## src/rtcc_pkg.sv

```systemverilog
// constants and types shared by the clock control block
package rtcc_pkg;
  localparam int unsigned RTCC_ADR_W = 8;
  localparam int unsigned RTCC_DAT_W = 32;
  localparam int unsigned RTCC_TMR_W = 32;
  localparam int unsigned RTCC_BYTES = 4;

  // register indices; byte address is four times the index
  localparam logic [3:0] RTCC_IDX_CAP0 = 4'h0;
  localparam logic [3:0] RTCC_IDX_CTRL = 4'h4;
  localparam logic [3:0] RTCC_IDX_ALM0 = 4'h8;

  // rtc_control field positions
  localparam int unsigned RTCC_B_OSC_EN = 7;
  localparam int unsigned RTCC_B_MCD_EN = 6;
  localparam int unsigned RTCC_B_FAIL = 5;
  localparam int unsigned RTCC_B_RUN = 4;
  localparam int unsigned RTCC_B_AEN = 3;
  localparam int unsigned RTCC_B_ALARM_FLAG_AUTORESET = 2;
  localparam int unsigned RTCC_B_LOAD = 1;
  localparam int unsigned RTCC_B_SNAP = 0;

  // reset values
  localparam logic [7:0] RTCC_CTRL_RST = 8'h00;
  localparam logic [31:0] RTCC_TMR_RST = 32'h0000_0000;
  localparam logic [7:0] RTCC_BYTE_RST = 8'h00;

  // missing clock limit: 100 us at a 40 ns clock
  localparam int unsigned RTCC_CLK_PERIOD_NS = 40;
  localparam int unsigned RTCC_MCD_LIMIT_NS = 100000;
  localparam int unsigned RTCC_MCD_LIMIT_CYC =
    (RTCC_MCD_LIMIT_NS + RTCC_CLK_PERIOD_NS - 1) / RTCC_CLK_PERIOD_NS;
  localparam int unsigned RTCC_MCD_CNT_W = 16;

  typedef enum logic [1:0] {
    RTCC_XFER_IDLE = 2'b00,
    RTCC_XFER_BUSY = 2'b01,
    RTCC_XFER_DONE = 2'b10
  } rtcc_xfer_t;
endpackage : rtcc_pkg

```

## src/rtcc_core_if.sv

```systemverilog
// signals between the control registers, the timer and the detector
`timescale 1ns/100ps
interface rtcc_core_if;
  import rtcc_pkg::*;
  logic tick;
  logic run;
  logic alarm_en;
  logic auto_reset;
  logic load_req;
  logic snap_req;
  logic [RTCC_TMR_W-1:0] load_val;
  logic [RTCC_TMR_W-1:0] alarm_val;
  logic [RTCC_TMR_W-1:0] count;
  logic alarm_flag;
  logic load_done;
  logic snap_done;
  logic osc_level;
  logic mcd_en;
  logic fail_evt;

  modport ctrl (
    output tick, run, alarm_en, auto_reset, load_req, snap_req,
    output load_val, alarm_val, osc_level, mcd_en,
    input count, alarm_flag, load_done, snap_done, fail_evt
  );
  modport timer (
    input tick, run, alarm_en, auto_reset, load_req, snap_req,
    input load_val, alarm_val,
    output count, alarm_flag, load_done, snap_done
  );
  modport mcd (
    input osc_level, mcd_en,
    output fail_evt
  );
endinterface : rtcc_core_if

```

## src/rtcc_timer.sv

```systemverilog
// 32-bit timer with alarm compare, auto reset, load and snapshot
`timescale 1ns/100ps
module rtcc_timer (
  input wire logic clk_i,
  input wire logic rst_i,
  rtcc_core_if.timer tif
);
  import rtcc_pkg::*;

  logic [RTCC_TMR_W-1:0] count_q;
  logic alarm_q;
  logic load_done_q;
  logic snap_done_q;
  logic do_load;

  assign do_load = tif.load_req && !load_done_q;

  // load wins over counting, so the timer need not be stopped first
  always_ff @(posedge clk_i) begin
    if (rst_i) begin
      count_q <= RTCC_TMR_RST;
    end else if (do_load) begin
      count_q <= tif.load_val;
    end else if (tif.tick && tif.run) begin
      if (alarm_q && tif.auto_reset) begin
        count_q <= RTCC_TMR_RST;
      end else begin
        count_q <= count_q + 32'h0000_0001;
      end
    end
  end

  // flag rises on the tick that reaches the alarm value, falls on the next
  always_ff @(posedge clk_i) begin
    if (rst_i) begin
      alarm_q <= 1'b0;
    end else if (!tif.alarm_en) begin
      alarm_q <= 1'b0;
    end else if (tif.tick && tif.run) begin
      alarm_q <= !do_load && !(alarm_q && tif.auto_reset) &&
        (count_q + 32'h0000_0001 == tif.alarm_val);
    end else if (tif.tick) begin
      alarm_q <= 1'b0;
    end
  end

  always_ff @(posedge clk_i) begin
    if (rst_i) begin
      load_done_q <= 1'b0;
    end else begin
      load_done_q <= do_load;
    end
  end

  always_ff @(posedge clk_i) begin
    if (rst_i) begin
      snap_done_q <= 1'b0;
    end else begin
      snap_done_q <= tif.snap_req && !snap_done_q;
    end
  end

  assign tif.count = count_q;
  assign tif.alarm_flag = alarm_q;
  assign tif.load_done = load_done_q;
  assign tif.snap_done = snap_done_q;
endmodule : rtcc_timer

```

## src/rtcc_mcd.sv

```systemverilog
// missing slow clock detector: a level held too long raises one event
`timescale 1ns/100ps
module rtcc_mcd #(
  parameter int unsigned LIMIT_CYC = rtcc_pkg::RTCC_MCD_LIMIT_CYC
) (
  input wire logic clk_i,
  input wire logic rst_i,
  rtcc_core_if.mcd mif
);
  import rtcc_pkg::*;

  logic [RTCC_MCD_CNT_W-1:0] cnt_q;
  logic last_q;
  logic fired_q;
  logic hit;

  assign hit = cnt_q >= LIMIT_CYC[RTCC_MCD_CNT_W-1:0];

  always_ff @(posedge clk_i) begin
    if (rst_i) begin
      last_q <= 1'b0;
    end else begin
      last_q <= mif.osc_level;
    end
  end

  // one-shot: counts stop at the limit until the level moves again
  always_ff @(posedge clk_i) begin
    if (rst_i || !mif.mcd_en || last_q != mif.osc_level) begin
      cnt_q <= '0;
    end else if (!hit) begin
      cnt_q <= cnt_q + 16'h0001;
    end
  end

  always_ff @(posedge clk_i) begin
    if (rst_i || !mif.mcd_en || last_q != mif.osc_level) begin
      fired_q <= 1'b0;
    end else if (hit) begin
      fired_q <= 1'b1;
    end
  end

  assign mif.fail_evt = hit && !fired_q && mif.mcd_en;
endmodule : rtcc_mcd

```

## src/rtcc_top.sv

```systemverilog
// clock control register block with wishbone slave, timer and detector
//
// Design decision made here: the Wishbone interface to the registers.
`timescale 1ns/100ps
module rtcc_top #(
  parameter int unsigned MCD_LIMIT_CYC = rtcc_pkg::RTCC_MCD_LIMIT_CYC
) (
  input wire logic clk_i,
  input wire logic rst_i,
  input wire logic cyc_i,
  input wire logic stb_i,
  input wire logic we_i,
  input wire logic [rtcc_pkg::RTCC_ADR_W-1:0] adr_i,
  input wire logic [3:0] sel_i,
  input wire logic [rtcc_pkg::RTCC_DAT_W-1:0] dat_i,
  output logic [rtcc_pkg::RTCC_DAT_W-1:0] dat_o,
  output logic ack_o,
  input wire logic slow_osc_i,
  output logic slow_osc_enable_o,
  output logic [rtcc_pkg::RTCC_TMR_W-1:0] timer_count_o,
  output logic alarm_event_o
);
  import rtcc_pkg::*;

  rtcc_core_if cif ();

  // bus decode
  logic req;
  logic wr_now;
  logic lane0;
  logic [3:0] idx;
  logic in_map;
  logic sel_ctrl;
  logic sel_cap;
  logic sel_alm;
  logic ack_q;
  logic [RTCC_DAT_W-1:0] rdat_q;
  logic [7:0] rbyte;
  logic [7:0] wbyte;

  // control state
  logic osc_en_q;
  logic mcd_en_q;
  logic fail_q;
  logic run_q;
  logic aen_q;
  logic autorst_q;
  logic load_q;
  logic snap_q;
  rtcc_xfer_t load_st_q;
  rtcc_xfer_t snap_st_q;

  // capture and alarm bytes
  logic [RTCC_TMR_W-1:0] cap_q;
  logic [RTCC_TMR_W-1:0] alm_q;

  // slow oscillator pin synchroniser
  logic osc_s1_q;
  logic osc_s2_q;
  logic osc_s3_q;
  logic osc_lvl_q;
  logic osc_rise;

  assign req = cyc_i && stb_i;
  assign wr_now = req && we_i && ack_q;
  assign lane0 = sel_i[0];
  assign idx = adr_i[5:2];
  assign in_map = (adr_i[7:6] == 2'b00) && (adr_i[1:0] == 2'b00);
  assign sel_ctrl = in_map && (idx == RTCC_IDX_CTRL);
  assign sel_cap = in_map && (idx >= RTCC_IDX_CAP0) &&
    (idx < RTCC_IDX_CAP0 + 4'h4);
  assign sel_alm = in_map && (idx >= RTCC_IDX_ALM0) &&
    (idx < RTCC_IDX_ALM0 + 4'h4);
  assign wbyte = dat_i[7:0];

  // ack one cycle after the request, dropped the cycle after
  always_ff @(posedge clk_i) begin
    if (rst_i) begin
      ack_q <= 1'b0;
    end else begin
      ack_q <= req && !ack_q;
    end
  end

  always_comb begin
    rbyte = 8'h00;
    if (sel_ctrl) begin
      rbyte[RTCC_B_OSC_EN] = osc_en_q;
      rbyte[RTCC_B_MCD_EN] = mcd_en_q;
      // undefined while off; reads as zero then
      rbyte[RTCC_B_FAIL] = fail_q && osc_en_q;
      rbyte[RTCC_B_RUN] = run_q;
      rbyte[RTCC_B_AEN] = aen_q;
      rbyte[RTCC_B_ALARM_FLAG_AUTORESET] = cif.alarm_flag;
      rbyte[RTCC_B_LOAD] = load_q;
      rbyte[RTCC_B_SNAP] = snap_q;
    end else if (sel_cap) begin
      rbyte = cap_q[8*(idx-RTCC_IDX_CAP0) +: 8];
    end else if (sel_alm) begin
      rbyte = alm_q[8*(idx-RTCC_IDX_ALM0) +: 8];
    end
  end

  // unmapped reads answer zero; upper bits always zero
  always_ff @(posedge clk_i) begin
    if (rst_i) begin
      rdat_q <= '0;
    end else if (req && !ack_q) begin
      rdat_q <= {24'h00_0000, rbyte};
    end
  end

  assign dat_o = rdat_q;
  assign ack_o = ack_q;

  // oscillator pin: a change counts once stages two and three agree
  always_ff @(posedge clk_i) begin
    if (rst_i) begin
      osc_s1_q <= 1'b0;
      osc_s2_q <= 1'b0;
      osc_s3_q <= 1'b0;
    end else begin
      osc_s1_q <= slow_osc_i;
      osc_s2_q <= osc_s1_q;
      osc_s3_q <= osc_s2_q;
    end
  end

  always_ff @(posedge clk_i) begin
    if (rst_i) begin
      osc_lvl_q <= 1'b0;
    end else if (osc_s2_q == osc_s3_q) begin
      osc_lvl_q <= osc_s3_q;
    end
  end

  assign osc_rise = (osc_s2_q == osc_s3_q) && osc_s3_q && !osc_lvl_q;

  // oscillator enable
  always_ff @(posedge clk_i) begin
    if (rst_i) begin
      osc_en_q <= RTCC_CTRL_RST[RTCC_B_OSC_EN];
    end else if (wr_now && sel_ctrl && lane0) begin
      osc_en_q <= wbyte[RTCC_B_OSC_EN];
    end
  end

  always_ff @(posedge clk_i) begin
    if (rst_i) begin
      mcd_en_q <= RTCC_CTRL_RST[RTCC_B_MCD_EN];
    end else if (wr_now && sel_ctrl && lane0) begin
      mcd_en_q <= wbyte[RTCC_B_MCD_EN];
    end
  end

  // fail flag: set beats a clear in the same cycle
  always_ff @(posedge clk_i) begin
    if (rst_i) begin
      fail_q <= 1'b0;
    end else if (cif.fail_evt) begin
      fail_q <= 1'b1;
    end else if (wr_now && sel_ctrl && lane0 && !wbyte[RTCC_B_FAIL]) begin
      fail_q <= 1'b0;
    end
  end

  always_ff @(posedge clk_i) begin
    if (rst_i) begin
      run_q <= RTCC_CTRL_RST[RTCC_B_RUN];
    end else if (wr_now && sel_ctrl && lane0) begin
      run_q <= wbyte[RTCC_B_RUN];
    end
  end

  always_ff @(posedge clk_i) begin
    if (rst_i) begin
      aen_q <= RTCC_CTRL_RST[RTCC_B_AEN];
    end else if (wr_now && sel_ctrl && lane0) begin
      aen_q <= wbyte[RTCC_B_AEN];
    end
  end

  // write side of bit 2 lands here, never on the event flag
  always_ff @(posedge clk_i) begin
    if (rst_i) begin
      autorst_q <= RTCC_CTRL_RST[RTCC_B_ALARM_FLAG_AUTORESET];
    end else if (wr_now && sel_ctrl && lane0) begin
      autorst_q <= wbyte[RTCC_B_ALARM_FLAG_AUTORESET];
    end
  end

  // load request: writing zero does not abort a load in flight
  always_ff @(posedge clk_i) begin
    if (rst_i) begin
      load_q <= RTCC_CTRL_RST[RTCC_B_LOAD];
    end else if (load_st_q == RTCC_XFER_DONE) begin
      load_q <= 1'b0;
    end else if (wr_now && sel_ctrl && lane0 && wbyte[RTCC_B_LOAD]) begin
      load_q <= 1'b1;
    end
  end

  always_ff @(posedge clk_i) begin
    if (rst_i) begin
      snap_q <= RTCC_CTRL_RST[RTCC_B_SNAP];
    end else if (snap_st_q == RTCC_XFER_DONE) begin
      snap_q <= 1'b0;
    end else if (wr_now && sel_ctrl && lane0 && wbyte[RTCC_B_SNAP]) begin
      snap_q <= 1'b1;
    end
  end

  // transfer sequencers: request, timer done, then clear
  always_ff @(posedge clk_i) begin
    if (rst_i) begin
      load_st_q <= RTCC_XFER_IDLE;
    end else begin
      unique case (load_st_q)
        RTCC_XFER_IDLE: begin
          if (load_q) begin
            load_st_q <= RTCC_XFER_BUSY;
          end
        end
        RTCC_XFER_BUSY: begin
          if (cif.load_done) begin
            load_st_q <= RTCC_XFER_DONE;
          end
        end
        RTCC_XFER_DONE: begin
          load_st_q <= RTCC_XFER_IDLE;
        end
        default: begin
          load_st_q <= RTCC_XFER_IDLE;
        end
      endcase
    end
  end

  always_ff @(posedge clk_i) begin
    if (rst_i) begin
      snap_st_q <= RTCC_XFER_IDLE;
    end else begin
      unique case (snap_st_q)
        RTCC_XFER_IDLE: begin
          if (snap_q) begin
            snap_st_q <= RTCC_XFER_BUSY;
          end
        end
        RTCC_XFER_BUSY: begin
          if (cif.snap_done) begin
            snap_st_q <= RTCC_XFER_DONE;
          end
        end
        RTCC_XFER_DONE: begin
          snap_st_q <= RTCC_XFER_IDLE;
        end
        default: begin
          snap_st_q <= RTCC_XFER_IDLE;
        end
      endcase
    end
  end

  // capture and alarm bytes; the snapshot wins over a bus write
  genvar b;
  generate
    for (b = 0; b < RTCC_BYTES; b++) begin : g_byte
      always_ff @(posedge clk_i) begin
        if (rst_i) begin
          cap_q[8*b +: 8] <= RTCC_BYTE_RST;
        end else if (snap_st_q == RTCC_XFER_BUSY && cif.snap_done) begin
          cap_q[8*b +: 8] <= cif.count[8*b +: 8];
        end else if (wr_now && lane0 && in_map &&
            idx == RTCC_IDX_CAP0 + 4'(b)) begin
          cap_q[8*b +: 8] <= wbyte;
        end
      end

      always_ff @(posedge clk_i) begin
        if (rst_i) begin
          alm_q[8*b +: 8] <= RTCC_BYTE_RST;
        end else if (wr_now && lane0 && in_map &&
            idx == RTCC_IDX_ALM0 + 4'(b)) begin
          alm_q[8*b +: 8] <= wbyte;
        end
      end
    end
  endgenerate

  // core connections; a stopped oscillator gives no ticks
  assign cif.tick = osc_rise && osc_en_q;
  assign cif.run = run_q;
  assign cif.alarm_en = aen_q;
  assign cif.auto_reset = autorst_q;
  assign cif.load_req = load_st_q == RTCC_XFER_BUSY;
  assign cif.snap_req = snap_st_q == RTCC_XFER_BUSY;
  assign cif.load_val = cap_q;
  assign cif.alarm_val = alm_q;
  assign cif.osc_level = osc_lvl_q;
  assign cif.mcd_en = mcd_en_q && osc_en_q;

  rtcc_timer u_timer (
    .clk_i(clk_i),
    .rst_i(rst_i),
    .tif(cif.timer)
  );

  rtcc_mcd #(
    .LIMIT_CYC(MCD_LIMIT_CYC)
  ) u_mcd (
    .clk_i(clk_i),
    .rst_i(rst_i),
    .mif(cif.mcd)
  );

  assign slow_osc_enable_o = osc_en_q;
  assign timer_count_o = cif.count;
  assign alarm_event_o = cif.alarm_flag;
endmodule : rtcc_top

```

## config.mk

```make
export PLATFORM = sky130hd
export DESIGN_NAME = rtcc_top
export DESIGN_NICKNAME = d
export VERILOG_FILES = /design/src/rtcc_pkg.sv /design/src/rtcc_core_if.sv /design/src/rtcc_timer.sv /design/src/rtcc_mcd.sv /design/src/rtcc_top.sv
export SDC_FILE = /design/constraint.sdc
export NUM_CORES = 1
export LEC_CHECK = 0
export BUFFER_PORTS_ARGS = -buffer_cell sky130_fd_sc_hd__buf_2
export CORE_MARGIN = 2
export CORE_UTILIZATION = 35
export CTS_CLUSTER_SIZE = 12
export DETAILED_ROUTE_END_ITERATION = 8
export SLEW_MARGIN = 20
export SYNTH_ARGS = -nofsm -noshare
export SYNTH_HDL_FRONTEND = slang
export SYNTH_SLANG_ARGS = --single-unit
```

## constraint.sdc

```tcl
create_clock -name clk_i -period 2.6 [get_ports clk_i]
set_input_delay 0.26 -clock clk_i [delete_from_list [all_inputs] [get_ports clk_i]]
set_output_delay 0.26 -clock clk_i [all_outputs]
set_load 0.005 [all_outputs]
```

==> flow_metrics.env <==
export IMPL_clk_latency_ps=440
export IMPL_endpoint_kind="register"
export IMPL_drcViolationCount=0
export IMPL_ys_types=62
export IMPL_finalSetupViolCount=0
export IMPL_grt_pass1_vias=7105
export IMPL_grt_usage=0.229
export IMPL_drive_above_1_share=0.229
export IMPL_dp_hpwl_um=19300
export IMPL_grt_pass1_wl_um=41700
export IMPL_area_growth_pct=21.0
export IMPL_port_buffer_count=65
export IMPL_row_count=55
export IMPL_drt_wl_total_um=26900
export IMPL_cp_start_kind="register"
export IMPL_fmax_ghz=0.401
export IMPL_cts_tree="yes"
export IMPL_netlist_instances=944
export IMPL_period_share=0.959
export IMPL_synth_top_area_frac=0.359
export IMPL_fin_util=0.427
export IMPL_synth_area_top_cells="dfxtp_1 36%, mux2i_1 8.3%, nor2_1 7.6%"
export IMPL_crit_slowest_cell="or4_1"
export IMPL_reg2reg_from="u_timer.tif.count[1]$_SDFFE_PP0P_"
export IMPL_grt_max_degree=85
export IMPL_numClockSinks=142
export IMPL_synthArstFlopShare=0
export IMPL_crit_chain="ha_4 > xnor2_1 > nand4_1 > or4_1 > nor4_2 > buf_4 > nand4_1 > or4_1 > o31ai_2"
export IMPL_start_util=0.353
export IMPL_p_per_area_nw_per_um2=499
export IMPL_critPathKind="reg -> reg"
export IMPL_vias=7362
export IMPL_antenna_found_initial=0
export IMPL_crit_start="u_timer.tif.count[1]$_SDFFE_PP0P_"
export IMPL_post_route_min_period_ps=2490
export IMPL_cpPeakStageDelay_ps=430
export IMPL_antenna_cells=0
export IMPL_slew_headroom=0.376
export IMPL_path_clk_slew_ps=60
export IMPL_dieArea_um2=23900
export IMPL_htree_num_levels=4
export IMPL_synth_ff_type="dfxtp_1"
export IMPL_syn_avg_cell_area_um2=8.40
export IMPL_worstPathRequired_ps=2950
export IMPL_cp_max_fo=2
export IMPL_skew_ps=12.9
export IMPL_ys_ff_latch=142
export IMPL_slew_viol_final=0
export IMPL_cts_buffer_depth=2
export IMPL_hold_violations=0
export IMPL_wl_per_cell_um=20.1
export IMPL_crit_end="u_timer.tif.alarm_flag$_SDFFE_PP0P_"
export IMPL_dr_pass1_iters=5
export IMPL_fin_cells=1337
export IMPL_cp_arrival_ps=2840
export IMPL_rr_endpoint="u_timer.tif.alarm_flag$_SDFFE_PP0P_"
export IMPL_synth_top_area_cell="dfxtp_1"
export IMPL_mappedNetlistArea_um2=7930
export IMPL_dieWidth_um=154
export IMPL_stdcell_area_um2=9590
export IMPL_io_pin_count=117
export IMPL_die_h_um=154
export IMPL_grt_overflow=0
export IMPL_cts_buffers=17
export IMPL_final_nets=1093
export IMPL_placed_area_um2=8910
export IMPL_maxCapViolCount=0
export IMPL_gp_congestion=0.930
export IMPL_reg2regPathDepth=9
export IMPL_p_leak_nw=3.91
export IMPL_synth_edf_count=0
export IMPL_drtAntennaViolNets=0
export IMPL_vias_per_cell=5.51
export IMPL_min_path_type="in -> reg"
export IMPL_r2r_setup_slack_ps=110
export IMPL_tightest_slew_ps=936
export IMPL_core_area_um2=22400
export IMPL_cts_root_buf="clkbuf_16"
export IMPL_peakVddDrop_v=0.000325
export IMPL_dp_cells=1304
export IMPL_ys_seq_area_frac=0.359
export IMPL_drt_first_iter_violations=646
export IMPL_ys_warnings_count=0
export IMPL_status="completed"
## cells by family after synthesis
kind of cell,after synthesis,synth area share
AOI/OAI and AO/OA,176,0.147
xor gates and xnor gates,60,0.0663
adders and majority gates,4,0.00631
buffers and inverters,119,0.0707
DFF,142,0.359
muxes,83,0.130
other,1,0.000473
and+or+nand+nor,359,0.220
## per-layer routing
metal	GRT usage	part of all wire	vias to the layer above
met5	0	0	-
met4	0.0939	0.032	0
met3	0.0395	0.067	54
met2	0.353	0.44	312
met1	0.317	0.46	3479
li1	-	-	3517
## repair_timing
item | 4_1_cts | 5_1_grt
setup buffers | 0 | 1
setup endpoints to repair | 1 | 2
hold buffers | 0 | 0
resized for setup | 5 | 16
pin swaps | 6 | 6
## layout by cell type (no fill, tap or decap), types with 4 or more instances in the layout
| cell | n |
|---|---|
| buf_4 | 96 |
| mux4_2 | 16 |
| nand3_1 | 15 |
| o211ai_1 | 5 |
| dfxtp_2 | 4 |
| and4_1 | 4 |
| a21oi_1 | 47 |
| xnor2_1 | 34 |
| nor2_1 | 158 |
| nor3_1 | 17 |
| mux2i_1 | 66 |
| nand2b_1 | 6 |
| buf_2 | 64 |
| nand2_1 | 61 |
| xor2_1 | 25 |
| a311oi_1 | 11 |
| inv_1 | 9 |
| and2_1 | 4 |
| nor3b_1 | 5 |
| dfxtp_1 | 138 |
| o21ai_0 | 34 |
| nor4_1 | 9 |
| clkbuf_16 | 17 |
| conb_1 | 24 |
| nand3b_1 | 6 |
| nor2b_1 | 9 |
| nand4_1 | 21 |
| or3_1 | 5 |
| a211oi_1 | 53 |
| inv_6 | 6 |
| and3_1 | 9 |
| clkinvlp_4 | 4 |
## critical path, delay by kind of cell (launching register included)
family | cells | cell delay (ps)
flops | 1 | 340
buf+inv | 1 | 160
simple gates | 5 | 1360
xor+xnor | 1 | 160
compound gates | 1 | 170
fa+ha+maj | 1 | 240
## worst min-delay path by stage
| stage | from | to | depth (start not counted) |
|---|---|---|---|
| finish | slow_osc_i | osc_s1_q$_SDFF_PP0_ | 2 |
| global route | slow_osc_i | osc_s1_q$_SDFF_PP0_ | 2 |
| CTS | slow_osc_i | osc_s1_q$_SDFF_PP0_ | 2 |
| detailed placement | u_mcd.cnt_q[12]$_SDFFE_PP0P_ | u_mcd.cnt_q[12]$_SDFFE_PP0P_ | 2 |
| global placement | u_mcd.cnt_q[12]$_SDFFE_PP0P_ | u_mcd.cnt_q[12]$_SDFFE_PP0P_ | 2 |
| floorplan | slow_osc_i | osc_s1_q$_SDFF_PP0_ | 1 |
## cell usage after synthesis, drive strengths merged, types with 11 or more instances
cell / number
a211oi: 53
a21oi: 47
a311oi: 11
buf: 40
clkbuf: 69
dfxtp: 142
mux2i: 66
mux4: 16
nand2: 61
nand3: 16
nand4: 21
nor2: 161
nor3: 19
nor4: 15
o21ai: 34
xnor2: 35
xor2: 25
## sequential cells by signal (all words and copies together) (netlist names), 2 cells and up
| signal | flops |
|---|---|
| load_st_q | 2 |
| snap_st_q | 2 |
| cap_q | 32 |
| u_mcd.cnt_q | 16 |
| u_timer.tif.count | 32 |
| alm_q | 32 |
| dat_o | 8 |
## through the flow
stage / setup slack, ps / power [mW] / hold WS, ps / TNS, ps
6_report: 105 / 4.79 / 55.2 / 0
5_1_grt: -28.2 / 4.94 / 103 / -28.2
4_1_cts: 3.68 / 4.83 / 52.4 / 0
3_5_place_dp: -72.3 / 2.41 / 429 / -72.3
3_3_place_gp: -122 / 2.41 / 423 / -122
2_1_floorplan: 40.5 / 2.37 / 388 / 0
## final cells by class
| class | count | area (um2) |
|---|---|---|
| clock buffer | 17 | 425 |
| clock inverter | 15 | 153 |
| fill | 2204 | 12800 |
| inverter | 10 | 37.5 |
| multi-input combinational | 706 | 4700 |
| sequential | 142 | 2850 |
| tap | 285 | 357 |
| timing repair buffer | 162 | 1070 |
## power breakdown
| part | switching, mW | leakage [nW] | total, mW | internal [mW] |
|---|---|---|---|---|
| Combinational | 0.121 | 2.49 | 0.173 | 0.0518 |
| Clock | 1.08 | 0.272 | 2.42 | 1.35 |
| Sequential | 0.00685 | 1.15 | 2.19 | 2.19 |
Note: power is estimated with default switching activity, not from simulation.
